<file path="src/tcm_pkg.sv">
`default_nettype none
package tcm_pkg;
	// Channel count and which channels carry the extra C/D general registers.
	localparam int CH_NUM = 6;
	localparam logic [5:0] CD_MASK = 6'h09;

	// Register bus layout.
	localparam int ADDR_W = 5;
	localparam int DATA_W = 32;
	localparam logic [ADDR_W-1:0] MODE_BASE_OFS = 5'h00;
	localparam logic [ADDR_W-1:0] STATUS_OFS = 5'h18;
	localparam int WORD_SHIFT = 2;
	localparam logic [1:0] RESP_OK = 2'h0;
	localparam logic [1:0] RESP_SLVERR = 2'h2;

	// Mode register fields.
	localparam int MODE_W = 8;
	localparam int RSV_HI_POS = 7;
	localparam int RSV_LO_POS = 6;
	localparam int BUF_B_POS = 5;
	localparam int BUF_A_POS = 4;
	localparam int MD_HI_POS = 3;
	localparam int MD_BIT2_POS = 2;
	localparam logic [1:0] RSV_READ_VAL = 2'h3;
	localparam logic [7:0] MODE_RESET_VAL = 8'hC0;
	localparam logic [3:0] MD_RESET_VAL = 4'h0;

	// Mode field codes.
	localparam logic [3:0] MD_NORMAL = 4'h0;
	localparam logic [3:0] MD_RESERVED = 4'h1;
	localparam logic [3:0] MD_PWM1 = 4'h2;
	localparam logic [3:0] MD_PWM2 = 4'h3;
	localparam logic [1:0] MD_PHASE_TOP = 2'h1;

	// Status word fields.
	localparam int STAT_UNDEF_POS = 0;
	localparam int STAT_PHASE_POS = 8;

	typedef enum logic {TCM_BUS_IDLE, TCM_BUS_ACK} tcm_bus_t;

	// True when a mode code names a real mode on a channel of the given kind.
	function automatic logic tcm_mode_defined(input logic [3:0] code, input logic has_cd);
		tcm_mode_defined = !code[MD_HI_POS] && (code != MD_RESERVED) &&
			!(has_cd && code[MD_BIT2_POS]);
	endfunction
endpackage
`default_nettype wire

</file>
<file path="src/tcm_mode_slot.sv">
`timescale 1ns/1ns
`default_nettype none
module tcm_mode_slot #(
	parameter bit HAS_CD = 1'b1
) (
	input wire logic ref_clk,
	input wire logic rst_n,
	input wire logic wr_en,
	input wire logic [tcm_pkg::MODE_W-1:0] wr_data,
	output logic [tcm_pkg::MODE_W-1:0] reg_val,
	output logic buf_a,
	output logic buf_b,
	output logic [3:0] md_code,
	output logic defined
);
	import tcm_pkg::*;

	logic bf_b_r;
	logic bf_a_r;
	logic [3:0] md_r;
	logic bf_b_nxt;
	logic bf_a_nxt;

	// Channels without C/D keep the buffer bits at zero whatever is written.
	assign bf_b_nxt = HAS_CD ? wr_data[BUF_B_POS] : 1'b0;
	assign bf_a_nxt = HAS_CD ? wr_data[BUF_A_POS] : 1'b0;

	always_ff @(posedge ref_clk) begin
		if (!rst_n) begin
			bf_b_r <= 1'b0;
			bf_a_r <= 1'b0;
			md_r <= MD_RESET_VAL;
		end else if (wr_en) begin
			bf_b_r <= bf_b_nxt;
			bf_a_r <= bf_a_nxt;
			md_r <= wr_data[MD_HI_POS:0];
		end
	end

	// The top two bits are not stored: they always read back as ones.
	assign reg_val = {RSV_READ_VAL, bf_b_r, bf_a_r, md_r};
	assign buf_a = bf_a_r;
	assign buf_b = bf_b_r;
	assign md_code = md_r;
	assign defined = tcm_mode_defined(md_r, HAS_CD);
endmodule
`default_nettype wire

</file>
<file path="src/tcm_mode_regs.sv">
`timescale 1ns/1ns
`default_nettype none
module tcm_mode_regs #(
	parameter int CH_COUNT = tcm_pkg::CH_NUM
) (
	input wire logic ref_clk,
	input wire logic rst_n,
	input wire logic [tcm_pkg::ADDR_W-1:0] avs_address,
	input wire logic avs_read,
	input wire logic avs_write,
	input wire logic [tcm_pkg::DATA_W-1:0] avs_writedata,
	input wire logic [3:0] avs_byteenable,
	output logic [tcm_pkg::DATA_W-1:0] avs_readdata,
	output logic [1:0] avs_response,
	output logic avs_waitrequest,
	input wire logic [tcm_pkg::CH_NUM-1:0] evt_c_raw,
	input wire logic [tcm_pkg::CH_NUM-1:0] evt_d_raw,
	output logic [tcm_pkg::CH_NUM-1:0] evt_c_out,
	output logic [tcm_pkg::CH_NUM-1:0] evt_d_out,
	output logic [tcm_pkg::CH_NUM-1:0] buf_a_en,
	output logic [tcm_pkg::CH_NUM-1:0] buf_b_en,
	output logic [tcm_pkg::CH_NUM-1:0] mode_normal,
	output logic [tcm_pkg::CH_NUM-1:0] mode_pwm1,
	output logic [tcm_pkg::CH_NUM-1:0] mode_pwm2,
	output logic [tcm_pkg::CH_NUM-1:0] mode_phase,
	output logic [2*tcm_pkg::CH_NUM-1:0] phase_sel,
	output logic [tcm_pkg::CH_NUM-1:0] mode_undef
);
	import tcm_pkg::*;

	if (CH_COUNT != CH_NUM) begin : g_bad_count
		$error("tcm_mode_regs: CH_COUNT must equal the six channels of the unit");
	end

	tcm_bus_t st_r;
	tcm_bus_t st_nxt;
	logic wait_r;
	logic [DATA_W-1:0] rdata_r;
	logic [1:0] resp_r;
	logic [DATA_W-1:0] rdata_nxt;
	logic [1:0] resp_nxt;

	logic [MODE_W-1:0] slot_val [CH_NUM];
	logic [CH_NUM-1:0] slot_buf_a;
	logic [CH_NUM-1:0] slot_buf_b;
	logic [3:0] slot_md [CH_NUM];
	logic [CH_NUM-1:0] slot_def;
	logic [CH_NUM-1:0] slot_wr;
	logic [CH_NUM-1:0] phase_now;

	logic req;
	logic commit;
	logic aligned;
	logic [ADDR_W-WORD_SHIFT-1:0] word_idx;
	logic hit_mode;
	logic hit_status;
	logic hit_any;
	logic [MODE_W-1:0] mode_rd;
	logic [DATA_W-1:0] status_word;

	logic [CH_NUM-1:0] evt_c_r;
	logic [CH_NUM-1:0] evt_d_r;
	logic [CH_NUM-1:0] buf_a_r;
	logic [CH_NUM-1:0] buf_b_r;
	logic [CH_NUM-1:0] normal_r;
	logic [CH_NUM-1:0] pwm1_r;
	logic [CH_NUM-1:0] pwm2_r;
	logic [CH_NUM-1:0] phase_r;
	logic [2*CH_NUM-1:0] phase_sel_r;
	logic [CH_NUM-1:0] undef_r;

	// Address decode. Each channel's mode register is one aligned word.
	assign req = avs_read || avs_write;
	assign aligned = (avs_address[WORD_SHIFT-1:0] == 2'h0);
	assign word_idx = avs_address[ADDR_W-1:WORD_SHIFT];
	assign hit_mode = aligned && (avs_address >= MODE_BASE_OFS) &&
		(word_idx < 3'(CH_NUM));
	assign hit_status = (avs_address == STATUS_OFS);
	assign hit_any = hit_mode || hit_status;
	// A write lands only on the edge where waitrequest is seen low.
	assign commit = avs_write && (st_r == TCM_BUS_ACK);
	assign mode_rd = hit_mode ? slot_val[word_idx] : MODE_RESET_VAL;

	// Status shows which channels hold an undefined code and which count phases.
	always_comb begin
		status_word = '0;
		status_word[STAT_UNDEF_POS +: CH_NUM] = ~slot_def;
		status_word[STAT_PHASE_POS +: CH_NUM] = phase_now;
	end

	always_comb begin
		rdata_nxt = '0;
		if (avs_read && hit_mode) begin
			rdata_nxt[MODE_W-1:0] = mode_rd;
		end else if (avs_read && hit_status) begin
			rdata_nxt = status_word;
		end
	end

	assign resp_nxt = hit_any ? RESP_OK : RESP_SLVERR;

	// Fixed one wait state keeps the read path a single registered mux.
	always_comb begin
		st_nxt = st_r;
		case (st_r)
			TCM_BUS_IDLE: begin
				if (req) begin
					st_nxt = TCM_BUS_ACK;
				end
			end
			TCM_BUS_ACK: begin
				st_nxt = TCM_BUS_IDLE;
			end
			default: begin
				st_nxt = TCM_BUS_IDLE;
			end
		endcase
	end

	always_ff @(posedge ref_clk) begin
		if (!rst_n) begin
			st_r <= TCM_BUS_IDLE;
			wait_r <= 1'b1;
			rdata_r <= '0;
			resp_r <= RESP_OK;
		end else begin
			st_r <= st_nxt;
			wait_r <= (st_nxt != TCM_BUS_ACK);
			if (st_r == TCM_BUS_IDLE && req) begin
				rdata_r <= rdata_nxt;
				resp_r <= resp_nxt;
			end
		end
	end

	assign avs_readdata = rdata_r;
	assign avs_response = resp_r;
	assign avs_waitrequest = wait_r;

	genvar g;
	for (g = 0; g < CH_NUM; g++) begin : g_ch
		assign slot_wr[g] = commit && hit_mode && avs_byteenable[0] &&
			(word_idx == 3'(g));

		tcm_mode_slot #(
			.HAS_CD(CD_MASK[g])
		) u_slot (
			.ref_clk(ref_clk),
			.rst_n(rst_n),
			.wr_en(slot_wr[g]),
			.wr_data(avs_writedata[MODE_W-1:0]),
			.reg_val(slot_val[g]),
			.buf_a(slot_buf_a[g]),
			.buf_b(slot_buf_b[g]),
			.md_code(slot_md[g]),
			.defined(slot_def[g])
		);

		assign phase_now[g] = slot_def[g] &&
			(slot_md[g][MD_HI_POS:MD_BIT2_POS+1] == 1'b0) &&
			(slot_md[g][MD_HI_POS-1:MD_BIT2_POS] == 1'b1);

		always_ff @(posedge ref_clk) begin
			if (!rst_n) begin
				normal_r[g] <= 1'b1;
				pwm1_r[g] <= 1'b0;
				pwm2_r[g] <= 1'b0;
				phase_r[g] <= 1'b0;
				phase_sel_r[2*g +: 2] <= 2'h0;
				undef_r[g] <= 1'b0;
			end else begin
				normal_r[g] <= (slot_md[g] == MD_NORMAL);
				pwm1_r[g] <= (slot_md[g] == MD_PWM1);
				pwm2_r[g] <= (slot_md[g] == MD_PWM2);
				phase_r[g] <= phase_now[g];
				phase_sel_r[2*g +: 2] <= slot_md[g][1:0];
				undef_r[g] <= !slot_def[g];
			end
		end
	end

	// Buffer enables and event gating share one register stage so they stay aligned.
	always_ff @(posedge ref_clk) begin
		if (!rst_n) begin
			buf_a_r <= '0;
			buf_b_r <= '0;
			evt_c_r <= '0;
			evt_d_r <= '0;
		end else begin
			buf_a_r <= slot_buf_a;
			buf_b_r <= slot_buf_b;
			evt_c_r <= evt_c_raw & ~slot_buf_a;
			evt_d_r <= evt_d_raw & ~slot_buf_b;
		end
	end

	assign buf_a_en = buf_a_r;
	assign buf_b_en = buf_b_r;
	assign evt_c_out = evt_c_r;
	assign evt_d_out = evt_d_r;
	assign mode_normal = normal_r;
	assign mode_pwm1 = pwm1_r;
	assign mode_pwm2 = pwm2_r;
	assign mode_phase = phase_r;
	assign phase_sel = phase_sel_r;
	assign mode_undef = undef_r;

	logic ch0_wr;
	logic ch1_wr;
	assign ch0_wr = commit && hit_mode && avs_byteenable[0] && (word_idx == 3'h0);
	assign ch1_wr = commit && hit_mode && avs_byteenable[0] && (word_idx == 3'h1);

	chk_rsv_ones_read: assert property (
		@(posedge ref_clk) disable iff (!rst_n)
		(st_r == TCM_BUS_ACK && avs_read && hit_mode) |=>
			(avs_readdata[RSV_HI_POS:RSV_LO_POS] == 2'h3))
		else $error("reserved top bits of a mode register did not read as one");

	chk_buf_b_follow: assert property (
		@(posedge ref_clk) disable iff (!rst_n)
		ch0_wr |-> ##2 (buf_b_en[0] == $past(avs_writedata[BUF_B_POS], 2)))
		else $error("buffer B enable did not follow the written bit");

	chk_d_evt_block: assert property (
		@(posedge ref_clk) disable iff (!rst_n)
		(buf_b_en & evt_d_out) == 6'h00)
		else $error("register D event passed while it buffers register B");

	chk_no_d_buf: assert property (
		@(posedge ref_clk) disable iff (!rst_n)
		ch1_wr |-> ##1 (slot_val[1][BUF_B_POS] == 1'b0) ##1 !buf_b_en[1])
		else $error("buffer B bit took a value on a channel without register D");

	chk_buf_a_follow: assert property (
		@(posedge ref_clk) disable iff (!rst_n)
		ch0_wr |-> ##2 (buf_a_en[0] == $past(avs_writedata[BUF_A_POS], 2)))
		else $error("buffer A enable did not follow the written bit");

	chk_c_evt_pass: assert property (
		@(posedge ref_clk) disable iff (!rst_n)
		(!slot_buf_a[3] && evt_c_raw[3]) |=> evt_c_out[3])
		else $error("register C event lost while not buffering");

	chk_c_evt_block: assert property (
		@(posedge ref_clk) disable iff (!rst_n)
		(buf_a_en & evt_c_out) == 6'h00)
		else $error("register C event passed while it buffers register A");

	chk_no_c_buf: assert property (
		@(posedge ref_clk) disable iff (!rst_n)
		(buf_a_en & ~CD_MASK) == 6'h00)
		else $error("buffer A enable set on a channel without register C");

	chk_pwm1_decode: assert property (
		@(posedge ref_clk) disable iff (!rst_n)
		(ch1_wr && avs_writedata[3:0] == MD_PWM1) |-> ##2 (mode_pwm1[1] && !mode_normal[1]))
		else $error("PWM mode 1 code did not select PWM mode 1");

	chk_md3_undef: assert property (
		@(posedge ref_clk) disable iff (!rst_n)
		(ch1_wr && avs_writedata[MD_HI_POS]) |-> ##2 (mode_undef[1] && !mode_phase[1]))
		else $error("code with the top mode bit set was taken as a mode");

	chk_no_phase_cd: assert property (
		@(posedge ref_clk) disable iff (!rst_n)
		(mode_phase & CD_MASK) == 6'h00)
		else $error("phase counting reported on channel zero or three");

	chk_one_wait: assert property (
		@(posedge ref_clk) disable iff (!rst_n)
		(req && avs_waitrequest && st_r == TCM_BUS_IDLE) |=> !avs_waitrequest ##1 avs_waitrequest)
		else $error("bus answer not given exactly one cycle after the request");

	chk_d_evt_pass: assert property (
		@(posedge ref_clk) disable iff (!rst_n)
		(!slot_buf_b[0] && evt_d_raw[0]) |=> evt_d_out[0])
		else $error("register D event lost while not buffering");

	chk_no_d_mask: assert property (
		@(posedge ref_clk) disable iff (!rst_n)
		(buf_b_en & ~CD_MASK) == 6'h00)
		else $error("buffer B enable set on a channel without register D");

	chk_normal_decode: assert property (
		@(posedge ref_clk) disable iff (!rst_n)
		(ch0_wr && avs_writedata[3:0] == MD_NORMAL) |-> ##2 (mode_normal[0] && !mode_undef[0]))
		else $error("normal code did not select normal operation");

	chk_pwm2_decode: assert property (
		@(posedge ref_clk) disable iff (!rst_n)
		(ch0_wr && avs_writedata[3:0] == MD_PWM2) |-> ##2 (mode_pwm2[0] && !mode_pwm1[0]))
		else $error("PWM mode 2 code did not select PWM mode 2");

	// Phase selection must follow the low code bits once the phase code lands.
	chk_phase_decode: assert property (
		@(posedge ref_clk) disable iff (!rst_n)
		(ch1_wr && avs_writedata[3:2] == 2'h1) |->
			##2 (mode_phase[1] && phase_sel[3:2] == $past(avs_writedata[1:0], 2)))
		else $error("phase counting code did not select phase counting");
endmodule
`default_nettype wire

</file>
<file path="config.mk">
export PLATFORM = sky130hd
export DESIGN_NAME = tcm_mode_regs
export DESIGN_NICKNAME = d
export VERILOG_FILES = /design/src/tcm_pkg.sv /design/src/tcm_mode_slot.sv /design/src/tcm_mode_regs.sv
export SDC_FILE = /design/constraint.sdc
export NUM_CORES = 1
export LEC_CHECK = 0
export BUFFER_PORTS_ARGS = -buffer_cell sky130_fd_sc_hd__buf_2
export CAP_MARGIN = 20
export CELL_PAD_IN_SITES_DETAIL_PLACEMENT = 0
export CELL_PAD_IN_SITES_GLOBAL_PLACEMENT = 1
export CORE_UTILIZATION = 38
export DETAILED_ROUTE_END_ITERATION = 8
export PLACE_DENSITY = 0.86
export SLEW_MARGIN = 25
export SYNTH_ARGS = -nofsm -noshare
export SYNTH_HDL_FRONTEND = slang
export SYNTH_SLANG_ARGS = --single-unit
export TNS_END_PERCENT = 1
</file>
<file path="constraint.sdc">
create_clock -name ref_clk -period 2.4 [get_ports ref_clk]
set_input_delay 0.12 -clock ref_clk [delete_from_list [all_inputs] [get_ports ref_clk]]
set_output_delay 0.12 -clock ref_clk [all_outputs]
set_load 0.01 [all_outputs]
</file>
Yosys cells after proc, flatten, opt, wreduce, memory -nomap -nowiden
Index checks and enable logic that the tools add are counted.

storage, ports and cells
  input bits = 57
  bits in latches = 0
  register bits after elaboration = 122
  memory bits (writable) = 0
  memory bits (read-only) = 0
  output and inout bits = 101
  word-level logic and storage cells = 163
  memories = 0

operators by class
  multiply operators = 0
  reduce and logical (&&, ||, !) cells = 58
  eq/ne operators = 24
  div/mod/pow operators = 0
  $lt $le $gt $ge = 3
  $add $sub $neg = 0
  shift-type cells = 0
  mux-type cells = 10
  bitwise gates (word level) = 14

operators by type and width
  operator            number
  $eq 4x2->1 const B  12
  $logic_and 1x1->1   34
  $mux 8              4
  $bmux 8 s3          1
  $logic_not 4->1     6
  $ne 4x1->1 const B  6
  $logic_not 1->1     14
  $mux 14             1
  $and 6x6->6         2
  $not 4->6           2
  $not 1->1           8
  $eq 3x2->1 const B  2
  $eq 3x3->1 const B  2
  $mux 6              1
  $not 6->6           1
  $eq 5x5->1 const B  1
  $ge 5x1->1 const B  1
  $ge 4x4->1 const B  1
  $not 3->4           1
  $eq 3x1->1 const B  1
  $logic_not 3->1     1
  $lt 3x3->1 const B  1
  $logic_not 2->1     1
  $logic_or 1x1->1    2
  3 further kinds     3

Logic depth before layout (Yosys ltp)
  word-level depth = 7
  gate-level depth with buffers = 6
  gate-level depth less buffers = 4

By module
A second synthesis with hierarchy kept.

unflattened totals
  cells, all modules = 461
  area total of the unflattened synthesis = 4718.3 sq um

by module, submodules not included
  module                              area an instance (sq um)  seq. area each (sq um)  instances  cells an instance
  tcm_mode_regs                       3119.2                    1661.6                  1          293
  tcm_mode_slot (g_ch[1].u_slot ...)  247.7                     80.1                    4          27
  tcm_mode_slot (g_ch[0].u_slot ...)  304.0                     120.1                   2          30

Least setup slack after synthesis
Ideal clock, no wire load.

  path type = input-to-reg
  start point = input port avs_address[4] (netlist bit)
  end point = register g_ch[5].u_slot.md_r[0]
  slack = 0.997 ns
  arrival = 1.280 ns
  path buffers = 2
  stages = 6
  setup time = 0.123 ns
  data required time = 2.277 ns
  path through = buf_4 > a211oi_4 > nand2_4 > or3_1 > buf_2 > mux2i_1

on the way
  word-level cells in the longest chain between the ends = 6
  elaborated cells on any way between the ends = 8
  classes of those cells = 2 x order compare; 1 x eq/ne; 5 x reduce/logical

ends and longest elaborated chain
  what                            RTL line              text
  start, declared                 tcm_mode_regs.sv:8    input wire logic [tcm_pkg::ADDR_W-1:0] avs_address,
  $ge 5x1->1                      tcm_mode_regs.sv:76   assign hit_mode = aligned && (avs_address >= MODE_BASE_OFS) &&
  $logic_and 1x1->1 (2 in a row)  tcm_mode_regs.sv:76
  $logic_and 1x1->1 (2 in a row)  n/a
  $logic_and 1x1->1 *             tcm_mode_regs.sv:142  assign slot_wr[g] = commit && hit_mode && avs_byteenable[0] &&
  end signal, assigned            tcm_mode_slot.sv:36   md_r <= wr_data[MD_HI_POS:0];
  end, declared                   tcm_mode_slot.sv:20   logic [3:0] md_r;

Mark *: on every way between the ends. The rest lies on a longest branch, timed or not.
A chain may end at the register's enable or synchronous reset.

Worst setup path in the final report
  start point = register st_r
  end point = register g_ch[0].u_slot.md_r[2]

on the way
  word-level cells in the longest chain between the ends = 4

ends and longest elaborated chain
  what                            RTL line              text
  start, declared                 tcm_mode_regs.sv:35   tcm_bus_t st_r;
  start signal, assigned          tcm_mode_regs.sv:127  st_r <= st_nxt;
  $logic_and 1x1->1               tcm_mode_regs.sv:81   assign commit = avs_write && (st_r == TCM_BUS_ACK);
  $logic_and 1x1->1 (3 in a row)  n/a
  end signal, assigned            tcm_mode_slot.sv:36
  end, declared                   tcm_mode_slot.sv:20

No other way between the ends.

==> flow_summary.yaml <==
status:
  status: "complete, no violations"
clocking:
  clockBufferDepth: 2
  tritoncts: "built"
  cts.sinks: 102
  cts-root-buf: "clkbuf_8"
  clkLatencyLatePin_ns: 0.37
  cts_max_level: 3
  cts_buffers: 9
  clk_pin_slew_ns: 0.09
logic_synthesis:
  netlist_area_um2: 3780
  syn_inst: 375
  syn_area_per_cell_um2: 10.1
  ys_ff_latch: 102
  yosys_warnings: 0
  ys_seq_area_frac: 0.540
  synth_cell_types: 44
drt:
  ant_nets: 0
  routed_wl_um: 8350
  drc_errors: 0
  first_pass_iters: 6
  drtIter0Drc: 118
  wl_per_cell_um: 13.5
  num_vias: 2909
  via_per_inst: 4.69
layout:
  num_antenna_cells: 0
  drive_above_1_share: 0.263
  largest_reg_flops: 24
  nFillCells: 937
  nNetsFinal: 539
  syn_to_final_growth_pct: 23.1
  regArea_um2: 2040
  multi_input_area_um2: 1480
worst_hold_path:
  holdPathEnd: "g_ch[0].u_slot.buf_a$_SDFFE_PN0P_"
  whs_path_depth: 3
  hold_path.class: "primary input to register"
  hold_path.startpoint: "avs_writedata[4]"
critical_path:
  crit_path_max_fanout: 6
  required_ns: 2.69
  timing.rr.start: "st_r$_SDFF_PN0_"
  rrSetupSlack_ns: 0.85
  slowest_delay_ns: 0.46
  critPathSlowestCell: "nor4_4"
  reg2reg_depth: 4
  path_class: "register to register"
  path_cells: "and3_1, nand2_4, nor4_4, mux2i_1"
  cp.arrival_ns: 1.84
  cp-start-kind: "register"
  cp-end-kind: "register"
  rr_endpoint: "g_ch[0].u_slot.md_code[2]$_SDFFE_PN0P_"
timing:
  clock_skew_ns: 0.00895
  finalMaxSlewViolations: 0
  period_needed_ns: 1.55
  maxSlewHeadroom: 0.494
  rsz0062_at_grt: "no"
  worst_pin_slew_ns: 0.759
  max_freq_mhz: 647
  setup_viol: 0
  final.setup.tns_ns: 0
  post-route-period-util: 0.644
  finalHoldViolations: 0
global_route:
  grt_start_max_net_pins: 48
  overflow: 0
  grt_pass1_vias: 2598
  grt_pass1_wl_um: 13000
  antenna_found_initial: 0
  grt_usage: 0.168
power_and_ir_drop:
  combPwrFrac: 0.061
  switchingPower_w: 0.000679
  p_leak_nw: 2.20
  clkPwrFrac: 0.392
  powerDensity_nw_per_um2: 673
  finalPower_w: 0.00314
  max-vdd-ir-drop_v: 0.000257
  p_seq_frac: 0.547
  intPower_w: 0.00246
  swShare: 0.217
place:
  place_congestion: 0.810
  numPortBuffers: 101
  hpwl_um: 5790
floorplan:
  core_area_um2: 9730
  start_util: 0.389
  dieArea_um2: 10400
  pin_count: 158
  die_h_um: 102
  die_x_um: 102
  rows: 36
flow_run:
  cap_violations: 0
## worst max-delay path: cells and delay by family (launching register included)
kind / cells / cell delay (ns)
simple gates: 3 / 0.83
flops: 1 / 0.37
mux: 1 / 0.27
## area by class of cell
type,instances,area share
tap,133,0.0357
multi-input combinational,236,0.318
timing repair buffer,116,0.142
clock inverter,4,0.0166
sequential,102,0.438
inverter,17,0.0137
clock buffer,12,0.0354
## per-stage QoR
| stage | util | worst slack, ns | area (um^2) | hold WS, ns | std cells |
|---|---|---|---|---|---|
| final | 0.479 | 0.853 | 4660 | 0.0256 | 620 |
| after global routing | 0.479 | 0.708 | 4660 | 0.0139 | 620 |
| after CTS | 0.479 | 0.827 | 4660 | 0.00385 | 620 |
| after detailed placement | 0.442 | 0.708 | 4300 | 0.331 | 592 |
| after global placement | 0.442 | 0.720 | 4300 | 0.325 | 592 |
| after floorplan | - | 0.997 | 3890 | 0.234 | 403 |
## timing repair
item	in CTS	in global routing
hold buffers	12	0
setup buffers	0	0
gates resized for setup	0	0
endpoints found under the hold margin	12	0
## metal layers
layer / up-vias / share of wire / global-route usage
li1: 1444 / - / -
met1: 1352 / 0.47 / 0.215
met2: 104 / 0.46 / 0.264
met3: 9 / 0.061 / 0.0497
met4: 0 / 0.014 / 0.0691
met5: - / 0 / 0
## Yosys cell counts (all sizes together)
cell type / count / share of area
a22oi: 4 / 0.0079
nand4: 2 / 0.0033
nand3: 4 / 0.0053
clkbuf: 14 / 0.014
nor4b: 6 / 0.014
nand4b: 5 / 0.012
conb: 1 / 0.00099
or2: 1 / 0.0017
inv: 17 / 0.017
o221ai: 1 / 0.0023
o31a: 1 / 0.0023
mux2i: 26 / 0.069
nand2: 48 / 0.050
a21oi: 7 / 0.0093
a2bb2oi: 2 / 0.0046
o41ai: 6 / 0.014
a21boi: 4 / 0.0079
and2: 13 / 0.021
nor2: 16 / 0.016
a31oi: 1 / 0.0017
dfxtp: 102 / 0.54
o21ai: 12 / 0.016
nor4: 9 / 0.023
and3b: 4 / 0.0093
nor2b: 11 / 0.018
a211oi: 2 / 0.0073
o2111ai: 2 / 0.0046
o211ai: 2 / 0.0040
buf: 34 / 0.065
or3: 1 / 0.0017
mux4: 2 / 0.012
and3: 4 / 0.0066
nor3: 6 / 0.0093
a221o: 2 / 0.0053
nand2b: 2 / 0.0033
o21bai: 1 / 0.0020
## cell families after synthesis
logic type      share of synthesized area
simple gates                        0.194
flops                               0.540
other cells                      0.000991
mux                                0.0807
compound gates                     0.0890
buf+inv                            0.0959
## worst max path at each step
stage,startpoint,end
finish,st_r$_SDFF_PN0_,g_ch[0].u_slot.md_code[2]$_SDFFE_PN0P_
global route,st_r$_SDFF_PN0_,g_ch[3].u_slot.md_code[3]$_SDFFE_PN0P_
detailed placement,avs_address[3],g_ch[0].u_slot.md_code[1]$_SDFFE_PN0P_
global placement,avs_address[3],g_ch[0].u_slot.md_code[1]$_SDFFE_PN0P_
floorplan,avs_address[4],g_ch[5].u_slot.md_code[0]$_SDFFE_PN0P_
CTS,st_r$_SDFF_PN0_,g_ch[0].u_slot.md_code[2]$_SDFFE_PN0P_
## layout by cell type, fill, tap and decap left out, drive strengths merged, types with 7 or more instances in the layout
cell type | Yosys | layout
dfxtp | 102 | 102
a21oi | 7 | 7
nor4 | 9 | 9
nand2 | 48 | 48
clkbuf | 14 | 12
o21ai | 12 | 12
and2 | 13 | 13
mux2i | 26 | 26
conb | 1 | 29
dlygate4sd3 | 0 | 12
nor2b | 11 | 11
inv | 17 | 17
nor2 | 16 | 16
buf | 34 | 104
## power groups by stage
stage	combinational [W]	clock, W	sequential [W]
after floorplan	0.000138	0	0.00176
after global placement	0.000174	0	0.00176
after detailed placement	0.000176	0	0.00176
final	0.000192	0.00123	0.00172
after CTS	0.000192	0.00127	0.00172
after global routing	0.000213	0.00134	0.00172
(Power assumes the default switching activity.)
